$ cat src/asramc_pkg.sv
// constants and state codes for the asynchronous sram host controller
// How it works
// RULE1: memory holds 8192 words of eight bits
// RULE2: memory is static, no clock or refresh
// RULE3: write only while both selects and strobe active
// RULE4: memory floats data pins unless reading
// RULE5: read word valid 70 ns after select/address
// RULE6: read word valid 35 ns after gate low
// RULE7: old word held 10 ns after address change
// RULE8: pins float within 30 ns of deselect
// RULE9: address 60 ns, strobe 40 ns before write end
// RULE10: data set up 30 ns, hold 0 ns
// RULE11: write recovery counted from first select release
// RULE12: strobe low floats memory pins within 30 ns
// RULE13: memory drives again 5 ns after write end
// RULE14: host never drives pins while memory drives
// RULE15: deselect before retention, wait one cycle after
// RULE16: cycles spaced no closer than 70 ns
// RULE17: delays become whole clock counts, rounded up
package asramc_pkg;

   // --------------------------------------------------
   // clock and printed delays, in ns
   // --------------------------------------------------
   localparam int CLK_PERIOD_NS = 10;
   localparam int ADDRESS_TO_DATA_DELAY_NS = 70;
   localparam int GATE_TO_DATA_DELAY_NS = 35;
   localparam int DATA_HOLD_AFTER_ADDRESS_NS = 10;
   localparam int DESELECT_FLOAT_DELAY_NS = 30;
   localparam int ADDRESS_TO_WRITE_END_NS = 60;
   localparam int WRITE_STROBE_WIDTH_NS = 40;
   localparam int DATA_SETUP_TO_WRITE_END_NS = 30;
   localparam int DATA_HOLD_AFTER_WRITE_END_NS = 0;
   localparam int SELECT_WRITE_RECOVERY_NS = 0;
   localparam int STROBE_FLOAT_DELAY_NS = 30;
   localparam int DRIVE_RESUME_AFTER_WRITE_NS = 5;
   localparam int RETENTION_ENTRY_SETUP_NS = 0;
   localparam int READ_CYCLE_PERIOD_NS = 70;

   // least time to whole cycles, never below one
   function automatic int cyc_up(input int ns);
      int c;
      c = (ns + CLK_PERIOD_NS - 1) / CLK_PERIOD_NS;
      return (c < 1) ? 1 : c;
   endfunction

   function automatic int max2(input int a, input int b);
      return (a > b) ? a : b;
   endfunction

   // --------------------------------------------------
   // cycle counts
   // --------------------------------------------------
   localparam int RD_CYC = max2(cyc_up(ADDRESS_TO_DATA_DELAY_NS),
                                cyc_up(GATE_TO_DATA_DELAY_NS));
   localparam int WR_CYC = max2(max2(cyc_up(ADDRESS_TO_WRITE_END_NS),
                                     cyc_up(WRITE_STROBE_WIDTH_NS)),
                                cyc_up(DATA_SETUP_TO_WRITE_END_NS));
   localparam int FLOAT_CYC = max2(cyc_up(DESELECT_FLOAT_DELAY_NS),
                                   cyc_up(STROBE_FLOAT_DELAY_NS));
   localparam int RC_CYC = cyc_up(READ_CYCLE_PERIOD_NS);
   localparam int WR_REC_CYC = max2(RC_CYC - WR_CYC, 1);

   // timer width and load values (count runs load..0)
   localparam int TMR_W = 4;
   localparam logic [3:0] RD_LOAD = 4'(RD_CYC - 1);
   localparam logic [3:0] WR_LOAD = 4'(WR_CYC - 1);
   localparam logic [3:0] FLOAT_LOAD = 4'(FLOAT_CYC - 1);
   localparam logic [3:0] RC_LOAD = 4'(RC_CYC - 1);
   localparam logic [3:0] WR_REC_LOAD = 4'(WR_REC_CYC - 1);

   // --------------------------------------------------
   // controller states
   // --------------------------------------------------
   typedef enum logic [5:0] {
      ASRAMC_IDLE = 6'h01,
      ASRAMC_RD = 6'h02,
      ASRAMC_WR = 6'h04,
      ASRAMC_TURN = 6'h08,
      ASRAMC_REC = 6'h10,
      ASRAMC_RET = 6'h20
   } asramc_state_t;

endpackage

$ cat src/asramc_tmr_if.sv
// interface between the controller and its interval timer
interface asramc_tmr_if #(parameter int W = 4);
   logic load;
   logic [W-1:0] value;
   logic done;

   modport ctl (output load, output value, input done);
   modport tmr (input load, input value, output done);
endinterface

$ cat src/asramc_timer.sv
// down counter that times the controller's pin phases
module asramc_timer #(
   parameter int W = 4
) (
   // clock and reset
   input wire logic ref_clk_i,
   input wire logic rst_i,
   // controller side
   asramc_tmr_if.tmr t
);

   typedef struct packed {
      logic [W-1:0] count;
   } asramc_tmr_st_t;

   asramc_tmr_st_t r;
   asramc_tmr_st_t next_r;

   always_comb
   begin
      next_r = r;
      if (t.load)
      begin
         next_r.count = t.value;
      end
      else if (r.count != '0)
      begin
         next_r.count = r.count - 1'b1;
      end
   end

   always_ff @(posedge ref_clk_i)
   begin
      if (rst_i)
      begin
         r <= '0;
      end
      else
      begin
         r <= next_r;
      end
   end

   assign t.done = (r.count == '0);

endmodule

$ cat src/asramc_host.sv
// host controller that runs an asynchronous 8k x 8 static ram
module asramc_host #(
   parameter int ADDR_W = 13,
   parameter int DATA_W = 8
) (
   // clock and reset
   input wire logic ref_clk_i,
   input wire logic rst_i,
   // user request
   input wire logic req_valid_i,
   output logic req_ready_o,
   input wire logic req_write_i,
   input wire logic [ADDR_W-1:0] req_addr_i,
   input wire logic [DATA_W-1:0] req_wdata_i,
   // user answer
   output logic rsp_valid_o,
   output logic [DATA_W-1:0] rsp_rdata_o,
   // retention control
   input wire logic ret_req_i,
   output logic ret_ack_o,
   // memory pins
   output logic [ADDR_W-1:0] word_address_lines_o,
   output logic select_active_low_n_o,
   output logic select_active_high_o,
   output logic write_strobe_n_o,
   output logic output_gate_n_o,
   input wire logic [DATA_W-1:0] shared_data_pins_i,
   output logic [DATA_W-1:0] shared_data_pins_o,
   output logic shared_data_pins_oe_n_o
);

   // --------------------------------------------------
   // elaboration checks
   // --------------------------------------------------
   generate
      if (ADDR_W < 1 || ADDR_W > 13 || DATA_W != 8)
      begin : g_bad_width
         $error("asramc_host: unsupported address or data width");
      end
      if (asramc_pkg::RC_CYC > 15 || asramc_pkg::RD_CYC > 15)
      begin : g_bad_timer
         $error("asramc_host: timer too narrow for delays");
      end
   endgenerate

   // --------------------------------------------------
   // state
   // --------------------------------------------------
   typedef struct packed {
      asramc_pkg::asramc_state_t st;
      logic [ADDR_W-1:0] addr;
      logic sel_n;
      logic sel_h;
      logic we_n;
      logic gate_n;
      logic doe_n;
      logic [DATA_W-1:0] wdata;
      logic [DATA_W-1:0] rdata;
      logic rsp;
      logic ack;
   } asramc_host_st_t;

   asramc_host_st_t r;
   asramc_host_st_t next_r;

   asramc_tmr_if #(.W(asramc_pkg::TMR_W)) tmr ();

   asramc_timer #(.W(asramc_pkg::TMR_W)) u_timer (
      .ref_clk_i(ref_clk_i),
      .rst_i(rst_i),
      .t(tmr.tmr)
   );

   logic idle_ready;

   // retention request outranks new accesses
   assign idle_ready = (r.st == asramc_pkg::ASRAMC_IDLE) && !ret_req_i;
   assign req_ready_o = idle_ready;

   // --------------------------------------------------
   // sequencer
   // --------------------------------------------------
   always_comb
   begin
      next_r = r;
      next_r.rsp = 1'b0;
      tmr.load = 1'b0;
      tmr.value = '0;
      case (r.st)
         asramc_pkg::ASRAMC_IDLE:
         begin
            // RULE15 deselected before retention
            if (ret_req_i)
            begin
               next_r.ack = 1'b1;
               next_r.st = asramc_pkg::ASRAMC_RET;
            end
            else if (req_valid_i)
            begin
               next_r.addr = req_addr_i;
               next_r.sel_n = 1'b0;
               next_r.sel_h = 1'b1;
               if (req_write_i)
               begin
                  // RULE3 strobe low with both selects
                  next_r.we_n = 1'b0;
                  next_r.wdata = req_wdata_i;
                  next_r.doe_n = 1'b0;
                  tmr.load = 1'b1;
                  tmr.value = asramc_pkg::WR_LOAD;
                  next_r.st = asramc_pkg::ASRAMC_WR;
               end
               else
               begin
                  next_r.gate_n = 1'b0;
                  tmr.load = 1'b1;
                  tmr.value = asramc_pkg::RD_LOAD;
                  next_r.st = asramc_pkg::ASRAMC_RD;
               end
            end
         end
         asramc_pkg::ASRAMC_RD:
         begin
            // RULE17 sample after longest access delay
            if (tmr.done)
            begin
               next_r.rdata = shared_data_pins_i;
               next_r.rsp = 1'b1;
               next_r.gate_n = 1'b1;
               next_r.sel_n = 1'b1;
               next_r.sel_h = 1'b0;
               tmr.load = 1'b1;
               tmr.value = asramc_pkg::FLOAT_LOAD;
               next_r.st = asramc_pkg::ASRAMC_TURN;
            end
         end
         asramc_pkg::ASRAMC_WR:
         begin
            // RULE9 address and strobe held full width
            if (tmr.done)
            begin
               // RULE11 selects and strobe release together
               next_r.we_n = 1'b1;
               next_r.sel_n = 1'b1;
               next_r.sel_h = 1'b0;
               // RULE10 data dropped at write end
               next_r.doe_n = 1'b1;
               tmr.load = 1'b1;
               tmr.value = asramc_pkg::WR_REC_LOAD;
               next_r.st = asramc_pkg::ASRAMC_REC;
            end
         end
         asramc_pkg::ASRAMC_TURN:
         begin
            // RULE14 wait for memory pins to float
            if (tmr.done)
            begin
               next_r.st = asramc_pkg::ASRAMC_IDLE;
            end
         end
         asramc_pkg::ASRAMC_REC:
         begin
            // RULE16 pad out the cycle period
            if (tmr.done)
            begin
               next_r.st = asramc_pkg::ASRAMC_IDLE;
            end
         end
         asramc_pkg::ASRAMC_RET:
         begin
            // RULE15 one read cycle before next access
            if (!ret_req_i)
            begin
               next_r.ack = 1'b0;
               tmr.load = 1'b1;
               tmr.value = asramc_pkg::RC_LOAD;
               next_r.st = asramc_pkg::ASRAMC_REC;
            end
         end
         default:
         begin
            next_r.st = asramc_pkg::ASRAMC_IDLE;
            next_r.sel_n = 1'b1;
            next_r.sel_h = 1'b0;
            next_r.we_n = 1'b1;
            next_r.gate_n = 1'b1;
            next_r.doe_n = 1'b1;
         end
      endcase
   end

   always_ff @(posedge ref_clk_i)
   begin
      if (rst_i)
      begin
         r <= '0;
         r.st <= asramc_pkg::ASRAMC_IDLE;
         r.sel_n <= 1'b1;
         r.we_n <= 1'b1;
         r.gate_n <= 1'b1;
         r.doe_n <= 1'b1;
      end
      else
      begin
         r <= next_r;
      end
   end

   // --------------------------------------------------
   // outputs
   // --------------------------------------------------
   assign rsp_valid_o = r.rsp;
   assign rsp_rdata_o = r.rdata;
   assign ret_ack_o = r.ack;
   assign word_address_lines_o = r.addr;
   assign select_active_low_n_o = r.sel_n;
   assign select_active_high_o = r.sel_h;
   assign write_strobe_n_o = r.we_n;
   assign output_gate_n_o = r.gate_n;
   assign shared_data_pins_o = r.wdata;
   assign shared_data_pins_oe_n_o = r.doe_n;
endmodule

$ cat config.mk
export PLATFORM = sky130hd
export DESIGN_NAME = asramc_host
export DESIGN_NICKNAME = d
export VERILOG_FILES = /design/src/asramc_pkg.sv /design/src/asramc_tmr_if.sv /design/src/asramc_timer.sv /design/src/asramc_host.sv
export SDC_FILE = /design/constraint.sdc
export NUM_CORES = 1
export LEC_CHECK = 0
export BUFFER_PORTS_ARGS = -buffer_cell sky130_fd_sc_hd__buf_4
export CAP_MARGIN = 10
export CORE_MARGIN = 4
export CORE_UTILIZATION = 54
export CTS_CLUSTER_DIAMETER = 120
export DETAILED_ROUTE_END_ITERATION = 8
export PLACE_DENSITY = 0.84
export SLEW_MARGIN = 0
export SYNTH_ARGS = -nofsm -noshare
export SYNTH_HDL_FRONTEND = slang
export SYNTH_HIERARCHICAL = 1
export SYNTH_SLANG_ARGS = --single-unit
export TNS_END_PERCENT = 20
$ cat constraint.sdc
create_clock -name ref_clk_i -period 3.35 [get_ports ref_clk_i]
set_clock_uncertainty 0.05 [all_clocks]
set_input_delay 0.67 -clock ref_clk_i [delete_from_list [all_inputs] [get_ports ref_clk_i]]
set_output_delay 0.67 -clock ref_clk_i [all_outputs]
set_load 0.02 [all_outputs]
**After elaboration in Yosys (flattened, before gate mapping)**

Index checks and enable logic that the tools add are counted.

- Register bits after elaboration: 46
- Bits of input ports: 34
- Logic and storage cells: 90

- Add/sub/neg operators: 1
- Equal/unequal tests: 16
- Mux-type cells: 36
- Bitwise logic cells: 5
- Reductions and logical operators: 20

Operators with widths:

| kind | number |
|---|---|
| two-way mux 32 bit | 1 |
| two-way mux 6 bit | 5 |
| one-hot mux 6 bit (5 select lines) | 1 |
| AND reduction 5 bit | 4 |
| two-way mux 4 bit | 4 |
| inequality test 2 bit (second input constant) | 8 |
| two-way mux 13 bit | 1 |
| one-hot mux 1 bit (3 select lines) | 4 |
| one-hot mux 4 bit (3 select lines) | 1 |
| two-way mux 1 bit | 10 |
| two-way mux 3 bit | 3 |
| two-way mux 9 bit | 1 |
| one-hot mux 2 bit (4 select lines) | 1 |
| OR reduction 4 bit | 2 |
| equality test 6 x 1 -> 1 bit (second input constant) | 1 |
| equality test 6 x 2 -> 1 bit (second input constant) | 1 |
| equality test 6 x 3 -> 1 bit (second input constant) | 1 |
| equality test 6 x 4 -> 1 bit (second input constant) | 1 |
| equality test 6 x 5 -> 1 bit (second input constant) | 1 |
| equality test 6 bit (second input constant) | 1 |
| two-way mux 2 bit | 3 |
| AND reduction 3 bit | 2 |
| OR reduction 2 bit | 3 |
| NOT 1 bit | 5 |
| 12 further kinds | 13 |

**Depth between registers and ports, before layout**

Gate-level depths: netlist (run 1).

- Depth in word-level cells: 5
- Mapped depth: 8
- Depth with buffers taken out: 8

**Cells and area by module**

The synthesis (run 1) kept the hierarchy.

By module, submodules not included:

| module | times used | cells each | area an instance (µm²) | seq. area each (µm²) |
|---|---|---|---|---|
| asramc_host | 1 | 243 | 2006.9 | 820.8 |
| asramc_timer | 1 | 24 | 229.0 | 80.1 |

**Worst setup path before layout (run 1)**

No wires, ideal clock.

- Kind: in2reg
- Start: in ret_req_i
- End: reg u_timer/r[3] (netlist name)
- Library setup time: 0.092 ns
- Arrival: 2.058 ns
- Data required time: 3.208 ns
- Path slack: 1.150 ns
- Stages: 7
- Path buffers: 1
- Cells stage by stage: clkbuf_1 nor2b_1 nand3_1 o21ai_0 a41o_1 or2_2 o32ai_1

- Word-level cells in the longest chain between the ends: 3
- Elaborated cells between the ends (all ways): 7

Ends and longest elaborated chain:

| what | RTL line | text |
|---|---|---|
| start, declared | asramc_host.sv:19 | `input wire logic ret_req_i,` |
| two-way mux 1 bit, on equally long branches | asramc_host.sv:172, asramc_host.sv:93 |  |
| one-hot mux 1 bit (3 select lines) * | asramc_host.sv:89 | `case (r.st)` |
| named net tmr.load | asramc_tmr_if.sv:3 | `logic load;` |
| two-way mux 4 bit or nonzero test 2 bit (tied branches) | - |  |
| end signal, assigned | asramc_timer.sv:40 | `r <= next_r;` |
| end, declared | asramc_timer.sv:16 | `asramc_tmr_st_t r;` |

Mark *: on every way through the listed nets, which the timed path passes. The rest lies on a longest branch.
A chain may end at the register's enable or synchronous reset.

**Final worst setup path (run 1)**

- Start: reg r[38] (netlist name)
- End: out req_ready_o

- Word-level cells in the longest chain between the ends: 2

Ends and longest elaborated chain:

| what | RTL line | text |
|---|---|---|
| start, declared | asramc_host.sv:63 | `asramc_host_st_t r;` |
| start signal, assigned | asramc_host.sv:205 | `r <= next_r;` |
| equality test 6 x 1 -> 1 bit | asramc_host.sv:77 | `assign idle_ready = (r.st == asramc_pkg::ASRAMC_IDLE) && !ret_req_i;` |
| logical AND 1 bit | asramc_host.sv:77 |  |
| end, declared | asramc_host.sv:11 | `output logic req_ready_o,` |

No other way between the ends.

==> flow_summary.yaml, run 1 <==
job:
  maxCapViolCount: 0
floorplanning:
  die_w_um: 72.3
  pin_count: 71
  coreArea_mm2: 0.00400
  die_area_mm2: 0.00523
  placementRows: 23
  die_h_um: 72.3
  initial_utilization: 0.559
clock_network:
  cts_buffer_depth: 2
  htreeDepth: 2
  root_buffer: "clkbuf_8"
  clock_sinks: 45
  cts_resized: 0
  cts_tree: "yes"
  cts_buffers: 5
  postCtsHoldBufs: 0
  clock_latency_ns: 0.31
  cts_setup_buffers: 0
  clkTransAtPathRegs_ns: 0.09
sta:
  post-route-min-period_ns: 2.33
  fin_hold_ws_ns: 0.409
  fmax_mhz: 429
  timing.setup.tns_ns: 0
  rsz0062_at_grt: "no"
  post-route-period-util: 0.697
  drv_slew: 0
  slew_headroom: 0.644
  tightest_slew_ns: 0.533
  setup_viol: 0
  hold_violations: 0
detailed_routing:
  detail-route-antenna-nets: 0
  first_pass_iters: 4
  route.detailed.drc: 0
  routed_via_density: 5.28
  drt_iter0_drc: 98
  drt_wl_total_um: 4850
  wire_per_inst_um: 13.8
  vias: 1854
layout:
  syn_to_final_growth_pct: 16.9
  num-fill-cells: 344
  drive_gt1_frac: 0.302
  antennaDiodeCount: 0
  layout_common_cells: "buf_4 (72), dfxtp_1 (45), nand2_1 (43)"
  layout_commonest_cell: "buf_4"
  nets: 335
synth:
  synth.distinct_cells: 44
  synth_ff_type: "dfxtp_1"
  ys.warnings.count: 6
  async_flop_share: 0
  netlist_area_mm2: 0.00224
  netlist_instances: 267
  synth-seq-cells: 45
  synthesis.nets: 302
  seq_area_frac_synth: 0.403
  synth_edf_count: 0
  syn_avg_cell_area_um2: 8.37
global_routing:
  grt_pass1_wl_um: 7760
  grt_overflow: 0
  grt_max_degree: 48
  grt_use_total: 0.187
  antenna_found_initial: 0
  first_global_vias: 1728
power:
  peakVddDrop_v: 0.000352
  leakage_uw: 0.00116
  p_per_area_mw_per_mm2: 543
worst_hold_path:
  min_path_type: "register to register"
run_status:
  status: "completed"
place:
  detailed_place_hpwl_um: 3490
  port-buffer-count: 70
  routabilityCongestion: 0.910
critical_path:
  worst_ep_required_time_ns: 2.63
  rrSetupSlack_ns: 1.24
  critPathMaxFanout: 14
  worst_path_max_delay_cell: "dfxtp_1"
  end_kind: "output pin"
  start_kind: "register"
  criticalPathCategory: "register to output pin"
  cp.arrival_ns: 1.61
  cp_cell_sequence: "nor3_2, nand2_1, nor2_1, buf_4"
  critPathMaxStageDelay_ns: 0.47
-- kinds of logic (layout without fill, tap and decap cells) --
| kind of cell | after synthesis | in the layout | synth area share |
|---|---|---|---|
| and+or+nand+nor | 107 | 107 | 0.238 |
| buffers and inverters | 50 | 84 | 0.148 |
| AOI/OAI and AO/OA | 43 | 43 | 0.116 |
| muxes | 14 | 14 | 0.0644 |
| other | 1 | 1 | 0.00168 |
| xor gates and xnor gates | 6 | 6 | 0.0235 |
| adders and majority gates | 1 | 1 | 0.00560 |
| DFF | 45 | 45 | 0.403 |
-- critical path: cells and delay by family (launching register included) --
kind | cells | cell delay, ns
buffers and inverters | 1 | 0.15
flip-flops | 1 | 0.47
AND/OR/NAND/NOR | 3 | 0.69
-- state kept, by name (all words and copies together), names as in the netlist --
| name | count |
|---|---|
| word_address_lines_o | 13 |
| rsp_rdata_o | 8 |
| shared_data_pins_o | 8 |
| r | 6 |
| u_timer/r | 4 |
| output_gate_n_o | 1 |
| ret_ack_o | 1 |
| rsp_valid_o | 1 |
| select_active_high_o | 1 |
| select_active_low_n_o | 1 |
| write_strobe_n_o | 1 |
-- through the flow --
stage,cells,area (um^2),util,power [uW],worst slack (ns)
3_5_place_dp,343,2520,0.631,1090,1.22
3_3_place_gp,343,2520,0.631,1080,1.31
4_1_cts,351,2610,0.653,1430,1.00
6_report,351,2610,0.653,1420,1.02
2_1_floorplan,267,2240,-,976,1.15
5_1_grt,351,2610,0.653,1500,0.870
-- layer usage --
metal	vias up	GRT usage	share of wire
met5	-	0	0
met4	0	0.0793	0.019
met3	9	0.0623	0.069
met2	54	0.300	0.48
met1	860	0.229	0.44
li1	931	-	-
-- final cells by class --
cell class	count	area [um^2]	area share
Sequential cell	45	901	0.345
Clock inverter	3	21.3	0.00814
Multi-Input combinational cell	172	1000	0.384
Clock buffer	5	68.8	0.0263
Tap cell	50	62.6	0.0239
Inverter	4	15.0	0.00574
Timing Repair Buffer	72	541	0.207
-- worst paths after layout --
path	to	cells past startpoint	startpoint
worst max-delay path	req_ready_o	4	r[38]
worst min-delay path	word_address_lines_o[11]	2	word_address_lines_o[11]
worst max register to register	u_timer/r[3]	6	r[38]
worst min register to register	word_address_lines_o[11]	2	word_address_lines_o[11]
-- cells in the mapped netlist, drive strengths merged (2+ instances only) --
cell | instances | area share
nor3 | 6 | 0.018
a21oi | 26 | 0.058
o22ai | 2 | 0.0056
dfxtp | 45 | 0.40
nor4b | 3 | 0.012
nand2b | 3 | 0.0084
nor2b | 5 | 0.014
a211o | 2 | 0.0078
nor3b | 2 | 0.014
nand2 | 43 | 0.072
nand3 | 14 | 0.031
nor2 | 21 | 0.036
clkbuf | 8 | 0.013
mux2i | 11 | 0.049
xnor2 | 3 | 0.012
o211ai | 2 | 0.0090
o21ai | 4 | 0.0090
a211oi | 2 | 0.0067
and3 | 2 | 0.0056
xor2 | 3 | 0.012
buf | 38 | 0.13
inv | 4 | 0.0067
mux2 | 3 | 0.015
-- power by group --
part	total [uW]	leakage (uW)	switching [uW]	internal [uW]
clock network	341	0.0000445	193	148
logic	442	0.000748	227	215
registers	636	0.000366	48.3	588
total	1420	0.00116	468	951
Note: power is estimated with default switching activity, not from simulation.
==> inputs of run 2 (changes only) <==
--- a/config.mk
+++ b/config.mk
@@ -5,13 +5,14 @@
 export SDC_FILE = /design/constraint.sdc
 export NUM_CORES = 1
 export LEC_CHECK = 0
+export ABC_AREA = 1
 export BUFFER_PORTS_ARGS = -buffer_cell sky130_fd_sc_hd__buf_4
 export CAP_MARGIN = 10
 export CORE_MARGIN = 4
-export CORE_UTILIZATION = 54
+export CORE_UTILIZATION = 50
 export CTS_CLUSTER_DIAMETER = 120
 export DETAILED_ROUTE_END_ITERATION = 8
-export PLACE_DENSITY = 0.84
+export PLACE_DENSITY = 0.79
 export SLEW_MARGIN = 0
 export SYNTH_ARGS = -nofsm -noshare
 export SYNTH_HDL_FRONTEND = slang
==> constraint.sdc (replaced) <==
create_clock -name ref_clk_i -period 2.28 [get_ports ref_clk_i]
set_clock_uncertainty 0.05 [all_clocks]
set_input_delay 0.456 -clock ref_clk_i [delete_from_list [all_inputs] [get_ports ref_clk_i]]
set_output_delay 0.456 -clock ref_clk_i [all_outputs]
set_load 0.02 [all_outputs]
==> flow_summary.yaml, run 2 <==
clock_network:
  clock_latency_ns: 0.29
  postCtsHoldBufs: 0
  htreeDepth: 2
  clkTransAtPathRegs_ns: 0.08
  cts_resized: 0
  root_buffer: "clkbuf_8"
  clock_sinks: 45
  cts_buffer_depth: 2
  cts_tree: "yes"
  cts_setup_buffers: 0
  cts_buffers: 5
place:
  port-buffer-count: 70
  detailed_place_hpwl_um: 3710
  placed_area_mm2: 0.00257
  routabilityCongestion: 0.881
floorplanning:
  initial_utilization: 0.516
  placementRows: 24
  coreArea_mm2: 0.00432
  die_area_mm2: 0.00559
  die_w_um: 74.8
  pin_count: 71
  die_h_um: 74.8
global_routing:
  first_global_vias: 1897
  antenna_found_initial: 0
  grt_pass1_wl_um: 8040
  grt_use_total: 0.181
  grt_max_degree: 39
  grt_overflow: 0
synth:
  muxShareOfSynthArea: 0
  yosysTopAreaCell: "dfxtp_1"
  synth_top_cell_area_share: 0.404
  synth_ff_type: "dfxtp_1"
  synth_most_common_cell: "nor2_1"
  synth-xor-area-share: 0
  synth.distinct_cells: 24
  synth_top_family_by_area: "simple AND/OR/NAND/NOR gates"
  synth_compound_area_frac: 0.0875
  synth_edf_count: 0
  synthTopCellsByCount: "nor2_1 (89), dfxtp_1 (45), nand2_1 (41), buf_4 (31), inv_1 (25)"
  synth.area.top_cells: "dfxtp_1 (40%), nor2_1 (15%), buf_4 (10%), nand2_1 (6.9%), o21ai_0 (5.4%)"
  seq_area_frac_synth: 0.404
  syn_avg_cell_area_um2: 6.97
  async_flop_share: 0
  synth-seq-cells: 45
  netlist_area_mm2: 0.00223
  synth-simple-area-share: 0.334
  synthesis.nets: 355
  netlist_instances: 320
  synth_fa_ha_area_frac: 0.00561
  ys.warnings.count: 6
detailed_routing:
  drt_iter0_drc: 129
  vias: 2073
  first_pass_iters: 4
  route.detailed.drc: 0
  routed_via_density: 5.01
  drt_wl_total_um: 5000
  detail-route-antenna-nets: 0
  wire_per_inst_um: 12.1
layout:
  seq_area_um2: 901
  drive_gt1_frac: 0.257
  antennaDiodeCount: 0
  num-fill-cells: 421
  layout_commonest_cell: "nor2_1"
  syn_to_final_growth_pct: 20.1
  layout_common_cells: "nor2_1 (89), buf_4 (73), dfxtp_1 (45)"
  multi_input_area_um2: 956
  nets: 397
  final_area_mm2: 0.00268
  largest_register_ffs: 13
critical_path:
  cp_common_cell: "nand2_1"
  criticalPathCategory: "register to register"
  worst_ep_required_time_ns: 2.45
  cp.arrival_ns: 2.07
  cp_cell_sequence: "inv_1, ha_1, nand2_1, nor2_1, inv_1, nor2_2, inv_2, nand3_1, nand2_1, o21ai_0, nand2_1, a21oi_1"
  critPathMaxStageDelay_ns: 0.32
  critPathMaxFanout: 10
  start_kind: "register"
  worst_path_max_delay_cell: "dfxtp_1"
  end_kind: "register"
sta:
  post-route-min-period_ns: 1.89
  setup_viol: 0
  post-route-period-util: 0.830
  timing.setup.tns_ns: 0
  fmax_mhz: 528
  rsz0062_at_grt: "no"
  hold_violations: 0
  drv_slew: 0
power:
  leakage_uw: 0.00137
  peakVddDrop_v: 0.000732
  p_per_area_mw_per_mm2: 1240
worst_hold_path:
  min_path_type: "input port to register"
run_status:
  status: "completed"
job:
  maxCapViolCount: 0
==> run 2: per-layer routing <==
layer / vias to the layer above / track usage / routed length (um)
li1: 1062 / - / -
met3: 7 / 0.0521 / 529
met1: 925 / 0.224 / 2100
met5: - / 0 / 0
met4: 0 / 0.0514 / 38
met2: 79 / 0.309 / 2330
==> run 2: critical path: cells and delay by family, from the launching register on <==
family	cells	cell delay, ns
AND/OR/NAND/NOR	6	0.65
AO/OA/AOI/OAI	2	0.19
adder cells (fa/ha/maj)	1	0.27
buffers and inverters	3	0.35
flip-flops	1	0.32
==> run 2: path summary, 6_finish.rpt <==
check	cells past startpoint	slack, ns	start	endpoint
max	12	0.39	u_timer/r[0]	u_timer/r[1]
min reg2reg	2	0.42	select_active_low_n_o	select_active_low_n_o
min	2	0.33	rst_i	u_timer/r[0]
max reg2reg	12	0.39	u_timer/r[0]	u_timer/r[1]
==> run 2: report_power, final <==
group / total (uW) / switching [uW] / internal (uW)
combinational: 1640 / 1020 / 617
sequential: 1110 / 135 / 979
clock: 574 / 255 / 319
==> run 2: stage by stage <==
stage	setup slack, ns	cells	util	hold WS [ns]	total power, uW
5_1_grt	0.194	414	0.620	0.320	3620
2_1_floorplan	0.559	320	-	0.405	2400
3_3_place_gp	0.465	407	0.595	0.401	2720
4_1_cts	0.420	414	0.620	0.327	3340
3_5_place_dp	0.432	407	0.595	0.400	2750
6_report	0.387	414	0.620	0.334	3330
==> run 2: logic make-up (layout without fill, tap and decap cells) <==
family          after synthesis  in the layout
compound gates               39             39
fa+ha+maj                     1              1
other cells                   1              1
simple gates                168            168
flops                        45             45
buf+inv                      66            108
==> run 2: final cells by class <==
type,instances,area share
clock buffers,5,0.0257
clock inverters,2,0.0131
inverters,28,0.0392
flip-flops and latches,45,0.336
multi-input cells,209,0.357
repair buffers,73,0.205
well taps,52,0.0243
